## src/hdl/psc_pkg.sv

```systemverilog
// Constants and types for the power save mode controller
package psc_pkg;
	localparam logic [31:0] PSC_ADDR_CTRL = 32'hFFFFF1FE;
	localparam logic [31:0] PSC_ADDR_UNLOCK = 32'hFFFFF1FC;
	localparam logic [31:0] PSC_ADDR_MODESEL = 32'hFFFFF1F8;
	localparam int PSC_NONMASKABLE_RELEASE_DISABLE_BIT = 5;
	localparam int PSC_MASKABLE_RELEASE_DISABLE_BIT = 4;
	localparam int PSC_STB_BIT = 1;
	localparam int PSC_KIND_BIT = 0;
	localparam logic [7:0] PSC_CTRL_RESET = 8'h00;
	localparam logic [7:0] PSC_MODESEL_RESET = 8'h00;
	localparam logic [7:0] PSC_CTRL_WMASK = 8'h32;
	localparam logic [7:0] PSC_UNLOCK_RDATA = 8'h00;
	localparam int PSC_CLK_NS = 40;
	localparam int PSC_STAB_NS = 655360;
	localparam int PSC_STAB_CYCLES = (PSC_STAB_NS + PSC_CLK_NS - 1) / PSC_CLK_NS;
	typedef enum logic [1:0] {PSC_OP_STORE, PSC_OP_SET, PSC_OP_CLR, PSC_OP_NOT} psc_op_t;
	typedef enum logic [2:0] {PSC_ST_RUN, PSC_ST_HALT, PSC_ST_IDLE, PSC_ST_STOP, PSC_ST_WAKE} psc_state_t;
endpackage : psc_pkg

```

## src/hdl/psc_power_save.sv

```systemverilog
// Power save mode controller: protected control register and clock gating
`timescale 1ns/1ps
`default_nettype none
module psc_power_save
	import psc_pkg::*;
#(
	parameter int STAB_CYCLES = PSC_STAB_CYCLES
)(
	input wire logic sys_clk,
	input wire logic rstn,
	input wire logic [31:0] reg_addr,
	input wire logic reg_wr,
	input wire logic reg_rd,
	input wire logic [1:0] reg_op,
	input wire logic [2:0] reg_bit,
	input wire logic [7:0] reg_wdata,
	input wire logic halt_req,
	input wire logic nmi_edge,
	input wire logic int_req_unmasked,
	input wire logic ext_clock,
	input wire logic direct_mode,
	output logic [7:0] reg_rdata,
	output logic intack_inhibit,
	output logic osc_en,
	output logic pll_en,
	output logic periph_clk_en,
	output logic cpu_clk_en,
	output logic oscillator_input_hold_low,
	output logic clk_stable
);
	logic [7:0] power_save_mode_select;
	logic nonmaskable_release_disable;
	logic maskable_release_disable;
	logic standby_request;
	logic stop_kind;
	logic unlock_armed;
	logic [31:0] wake_cnt;
	psc_state_t state;
	psc_state_t next_state;

	wire hit_ctrl = reg_addr == PSC_ADDR_CTRL;
	wire hit_unlock = reg_addr == PSC_ADDR_UNLOCK;
	wire hit_modesel = reg_addr == PSC_ADDR_MODESEL;
	wire is_store = reg_op == PSC_OP_STORE;
	wire [7:0] bit_mask = 8'h01 << reg_bit;
	wire [7:0] ctrl_now = {2'b00, nonmaskable_release_disable, maskable_release_disable, 2'b00,
		standby_request, 1'b0};
	// Bit operations are read-modify-write on the current contents
	function automatic logic [7:0] psc_apply(input logic [1:0] op, input logic [7:0] cur,
		input logic [7:0] mask, input logic [7:0] data);
		case (op)
			PSC_OP_SET: psc_apply = cur | mask;
			PSC_OP_CLR: psc_apply = cur & ~mask;
			PSC_OP_NOT: psc_apply = cur ^ mask;
			default: psc_apply = data;
		endcase
	endfunction : psc_apply
	wire [7:0] modesel_new = psc_apply(reg_op, power_save_mode_select, bit_mask, reg_wdata);
	// Bits 7 and 6 and the unused bits are not stored
	wire [7:0] ctrl_new = psc_apply(reg_op, ctrl_now, bit_mask, reg_wdata) & PSC_CTRL_WMASK;
	wire unlock_store = reg_wr && hit_unlock && is_store;
	wire ctrl_commit = reg_wr && hit_ctrl && unlock_armed;
	wire standby_go = ctrl_commit && ctrl_new[PSC_STB_BIT] && state == PSC_ST_RUN;
	// Disable bits only gate release from IDLE and STOP; HALT ignores them
	wire release_ok = (nmi_edge && !nonmaskable_release_disable)
		|| (int_req_unmasked && !maskable_release_disable);
	wire halt_wake = nmi_edge || int_req_unmasked;
	wire wake_done = wake_cnt >= (STAB_CYCLES - 1);
	wire pll_path = !direct_mode;

	always_comb
	begin
		next_state = state;
		case (state)
			PSC_ST_RUN:
			begin
				if (standby_go)
					next_state = ctrl_new[PSC_STB_BIT] && stop_kind_sel() ? PSC_ST_STOP : PSC_ST_IDLE;
				else if (halt_req)
					next_state = PSC_ST_HALT;
			end
			PSC_ST_HALT:
				if (halt_wake)
					next_state = PSC_ST_RUN;
			PSC_ST_IDLE:
				if (release_ok)
					next_state = PSC_ST_RUN;
			PSC_ST_STOP:
				if (release_ok)
					next_state = PSC_ST_WAKE;
			PSC_ST_WAKE:
				if (wake_done)
					next_state = PSC_ST_RUN;
			default: next_state = PSC_ST_RUN;
		endcase
	end
	// Mode select takes effect only at the moment standby is requested
	function automatic logic stop_kind_sel();
		stop_kind_sel = power_save_mode_select[PSC_KIND_BIT];
	endfunction : stop_kind_sel

	always_ff @(posedge sys_clk or negedge rstn)
	begin
		if (!rstn)
			state <= PSC_ST_RUN;
		else
			state <= next_state;
	end

	always_ff @(posedge sys_clk or negedge rstn)
	begin
		if (!rstn)
			power_save_mode_select <= PSC_MODESEL_RESET;
		else if (reg_wr && hit_modesel)
			power_save_mode_select <= modesel_new;
	end

	// Any write after the unlock store other than a further unlock store disarms, so a stray store cannot reach the register later
	always_ff @(posedge sys_clk or negedge rstn)
	begin
		if (!rstn)
			unlock_armed <= 1'b0;
		else if (reg_wr)
			unlock_armed <= unlock_store;
	end

	always_ff @(posedge sys_clk or negedge rstn)
	begin
		if (!rstn)
		begin
			nonmaskable_release_disable <= PSC_CTRL_RESET[PSC_NONMASKABLE_RELEASE_DISABLE_BIT];
			maskable_release_disable <= PSC_CTRL_RESET[PSC_MASKABLE_RELEASE_DISABLE_BIT];
		end
		else if (ctrl_commit)
		begin
			nonmaskable_release_disable <= ctrl_new[PSC_NONMASKABLE_RELEASE_DISABLE_BIT];
			maskable_release_disable <= ctrl_new[PSC_MASKABLE_RELEASE_DISABLE_BIT];
		end
	end

	// Standby request follows the standby states; it drops as the release leaves them
	always_ff @(posedge sys_clk or negedge rstn)
	begin
		if (!rstn)
			standby_request <= PSC_CTRL_RESET[PSC_STB_BIT];
		else
			standby_request <= next_state == PSC_ST_IDLE || next_state == PSC_ST_STOP;
	end

	always_ff @(posedge sys_clk or negedge rstn)
	begin
		if (!rstn)
			stop_kind <= 1'b0;
		else if (standby_go)
			stop_kind <= power_save_mode_select[PSC_KIND_BIT];
	end

	always_ff @(posedge sys_clk or negedge rstn)
	begin
		if (!rstn)
			wake_cnt <= 32'h00000000;
		else if (state == PSC_ST_WAKE)
			wake_cnt <= wake_cnt + 32'h00000001;
		else
			wake_cnt <= 32'h00000000;
	end

	wire run_st = state == PSC_ST_RUN;
	wire halt_st = state == PSC_ST_HALT;
	wire stop_st = state == PSC_ST_STOP;
	wire wake_st = state == PSC_ST_WAKE;
	// Oscillator only runs with a resonator; it restarts during the wake wait
	wire next_osc = pll_path && !ext_clock && !stop_st;
	wire next_pll = pll_path && !stop_st;
	wire next_periph = run_st || halt_st;
	wire next_cpu = run_st;
	wire next_hold = direct_mode && stop_st;
	wire [7:0] next_rdata = hit_ctrl ? ctrl_now : hit_modesel ? power_save_mode_select : PSC_UNLOCK_RDATA;

	always_ff @(posedge sys_clk or negedge rstn)
	begin
		if (!rstn)
		begin
			osc_en <= 1'b0;
			pll_en <= 1'b0;
			periph_clk_en <= 1'b0;
			cpu_clk_en <= 1'b0;
			oscillator_input_hold_low <= 1'b0;
			clk_stable <= 1'b0;
			intack_inhibit <= 1'b0;
			reg_rdata <= 8'h00;
		end
		else
		begin
			osc_en <= next_osc;
			pll_en <= next_pll;
			periph_clk_en <= next_periph;
			cpu_clk_en <= next_cpu;
			oscillator_input_hold_low <= next_hold;
			clk_stable <= !stop_st && !wake_st;
			intack_inhibit <= unlock_store;
			if (reg_rd)
				reg_rdata <= next_rdata;
		end
	end
endmodule : psc_power_save
`default_nettype wire

```

## config.mk

```make
export PLATFORM = sky130hd
export DESIGN_NAME = psc_power_save
export DESIGN_NICKNAME = d
export VERILOG_FILES = /design/src/hdl/psc_pkg.sv /design/src/hdl/psc_power_save.sv
export SDC_FILE = /design/constraint.sdc
export NUM_CORES = 1
export LEC_CHECK = 0
export ABC_CLOCK_PERIOD_IN_PS = 3100
export BUFFER_PORTS_ARGS = -buffer_cell sky130_fd_sc_hd__buf_4
export CORE_MARGIN = 5
export CORE_UTILIZATION = 51
export CTS_BUF_LIST = sky130_fd_sc_hd__clkbuf_8
export CTS_CLUSTER_SIZE = 30
export DETAILED_ROUTE_END_ITERATION = 8
export PLACE_DENSITY = 0.84
export SLEW_MARGIN = 20
export SYNTH_ARGS = -nofsm -noshare
export SYNTH_HDL_FRONTEND = slang
export SYNTH_SLANG_ARGS = --single-unit
```

## constraint.sdc

```tcl
create_clock -name sys_clk -period 3.1 [get_ports sys_clk]
set_clock_uncertainty 0.1 [all_clocks]
set_input_delay 0.465 -clock sys_clk [delete_from_list [all_inputs] [get_ports sys_clk]]
set_output_delay 0.465 -clock sys_clk [all_outputs]
set_load 0.05 [all_outputs]
```

==> impl_metrics.env <==
export IMPL_insertion_delay_ns=0.34
export IMPL_finish_utilization=0.6381
export IMPL_endpoint_kind="flop"
export IMPL_diodes=0
export IMPL_hold_viol=0
export IMPL_grt_util_all_layers=0.1927
export IMPL_setup_viol=0
export IMPL_rsz0062_at_grt="no"
export IMPL_synth_common_cells="dfrtp_1 (62), nor2_1 (38), inv_1 (24), ha_1 (23), nand4_1 (22)"
export IMPL_max_slew_worst_pin_slew_ns=1.024
export IMPL_drtIter0Drc=127
export IMPL_remaining_drc_errors=0
export IMPL_syn_area_per_cell_sq_um=10.18
export IMPL_final_nets=495
export IMPL_critPathArrivalTime_ns=2.66
export IMPL_grt_pass1_vias=2999
export IMPL_htree_levels=3
export IMPL_r2r_end="wake_cnt[22]"
export IMPL_fp_coreArea_sq_um=6756
export IMPL_dr_pass1_iters=4
export IMPL_wl_per_cell_microns=15.47
export IMPL_m1WireLength_mm=3.239
export IMPL_grt_start_max_net_pins=63
export IMPL_leakage_nw=2.100
export IMPL_post_cts_buffers=0
export IMPL_yosysSeqAreaShare=0.4403
export IMPL_port_buffers=68
export IMPL_synth_ff_type="dfrtp_1"
export IMPL_synthCells=346
export IMPL_wirelength_mm=7.783
export IMPL_holdCritPathClass="in -> async"
export IMPL_cts_root_buf="clkbuf_8"
export IMPL_slew_violations=0
export IMPL_vias_per_cell=5.702
export IMPL_grt_overflow_total=0
export IMPL_r2r_start="wake_cnt[0]"
export IMPL_ios=69
export IMPL_ir_worst_vdd_mv=0.2129
export IMPL_layout_drive_gt1_share=0.2577
export IMPL_gp_congestion=0.8441
export IMPL_fillCellCount=558
export IMPL_crit_path_max_fanout=8
export IMPL_yosysTopAreaCell="dfrtp_1"
export IMPL_area_growth_pct=22.37
export IMPL_met3_length_microns=367
export IMPL_yosys_warnings=0
export IMPL_clockBufferDepth=2
export IMPL_cellPowerDensity_nw_per_um2=384.5
export IMPL_synth_most_common_cell="dfrtp_1"
export IMPL_postSynth_asyncResetShare=1.000
export IMPL_stdcell_area_sq_um=4312
export IMPL_dpl_hpwl_mm=5.798
export IMPL_numCtsBuffers=9
export IMPL_highest_layer="met4"
export IMPL_layout_min_cycle_time_ns=2.541
export IMPL_grt_antenna_before_repair=0
export IMPL_final_cells=503
export IMPL_dieArea_sq_um=8670
export IMPL_netlist_area_leader_share=0.4403
export IMPL_ctsResizeCount=0
export IMPL_start_kind="input pin"
export IMPL_maxSlewHeadroom=0.3159
export IMPL_start_util=0.5215
export IMPL_postRouteAntennaNets=0
export IMPL_setup_tns_ns=0
export IMPL_place_inst=487
export IMPL_ys_seq_elements=62
export IMPL_critPathRequiredTime_ns=3.22
export IMPL_placed_cell_area_sq_um=4111
export IMPL_run_status="finished, final reports clean"
export IMPL_path_clk_slew_ns=0.07
export IMPL_critical_path_class="in -> reg"
export IMPL_max_cap_violations=0
export IMPL_synth_cell_type_count=41
export IMPL_fmax_ghz=0.3935
export IMPL_synthTopCellsByArea="dfrtp_1 (44%), ha_1 (8.2%), nor2_1 (4.0%), nand4_1 (3.9%), mux4_2 (3.8%)"
export IMPL_met2_length_mm=4.036
export IMPL_fp_dieH_microns=93.12
export IMPL_grt_pass1_wl_mm=13.32
export IMPL_syn_area_sq_um=3523
export IMPL_syn_nets=423
export IMPL_rows=30
export IMPL_fin_crit_sh=0.8198
export IMPL_reg2reg_setup_slack_ns=0.91
export IMPL_cts_hold_buf=0
export IMPL_synth_edf_count=0
export IMPL_cts_tree="built"
export IMPL_critPathLaunch="reg_addr[0]"
export IMPL_crit_end="power_save_mode_select[6]"
export IMPL_clkSinkCount=62
export IMPL_die_w_microns=93.12
export IMPL_reg2regPathDepth=6
export IMPL_dr_total_vias=2868
metrics by stage:
step | setup WS (ns) | total power [mW] | hold WS [ns]
2_1_floorplan | 0.6052 | 0.8748 | 0.06941
6_report | 0.5587 | 1.658 | 0.1035
3_5_place_dp | 0.2186 | 0.9599 | 0.3739
4_1_cts | 0.5564 | 1.669 | 0.1274
5_1_grt | 0.5034 | 1.722 | 0.1601
3_3_place_gp | 0.2741 | 0.9551 | 0.3628
layer usage:
layer | track usage | vias up
met1 | 0.2247 | 1395
met5 | 0 | -
met4 | 0.05372 | 0
met2 | 0.3419 | 76
met3 | 0.05873 | 16
li1 | - | 1381
cells by family (layout without fill, tap and decap cells):
kind of cell	Yosys count	after routing	synth area share
flip-flops	62	62	0.4403
AO/OA/AOI/OAI	43	43	0.07564
multiplexers	22	22	0.09268
XOR/XNOR	23	23	0.05717
adder cells (fa/ha/maj)	23	23	0.08168
AND/OR/NAND/NOR	139	139	0.2152
buffers and inverters	34	111	0.03729
registers in the layout, indices dropped and copies added, names as in the netlist:
name / cells
wake_cnt: 32
power_save_mode_select: 8
reg_rdata: 8
state: 3
clk_stable: 1
cpu_clk_en: 1
intack_inhibit: 1
maskable_release_disable: 1
nonmaskable_release_disable: 1
osc_en: 1
oscillator_input_hold_low: 1
periph_clk_en: 1
pll_en: 1
standby_request: 1
unlock_armed: 1
placed cells by master, fill, tap and decap left out, types with 11 or more instances in the layout:
master	instances
dfrtp_1	62
o21ai_0	11
buf_4	70
nor2_1	38
nand2_1	20
inv_1	25
clkbuf_8	11
xnor2_1	12
ha_1	23
nand4_1	22
a21oi_1	14
xor2_1	11
nand3_1	11
worst max-delay path: stages:
cell and delay (ns):
buf_4 0.11, or4_4 0.53, nor4_4 0.29, nand3_2 0.18, or4_1 0.69, mux2_4 0.39
worst min-delay path by stage:
stage,depth (start not counted),slack [ns],to
after floorplan,0,0.07,clk_stable
after global placement,1,0.36,unlock_armed
after detailed placement,1,0.37,unlock_armed
after CTS,1,0.13,wake_cnt[26]
after global routing,1,0.16,wake_cnt[24]
final,1,0.10,wake_cnt[24]
power by group:
group / total, mW / leakage (nW) / internal, mW / switching, mW
clock: 0.714 / 0.110 / 0.408 / 0.306
sequential: 0.811 / 0.817 / 0.810 / 0.000392
combinational: 0.133 / 1.17 / 0.0686 / 0.0645
total: 1.66 / 2.10 / 1.29 / 0.371
layout make-up:
cell class                      count  area [sq um]  area share
Sequential cell                    62          1551      0.3598
Clock inverter                      5         48.80     0.01132
Inverter                           25         93.84     0.02176
Tap cell                           80         100.1     0.02322
Timing Repair Buffer               70         525.5      0.1219
Clock buffer                       11         151.4     0.03511
Multi-Input combinational cell    250          1841      0.4269
(Power assumes the default switching activity.)
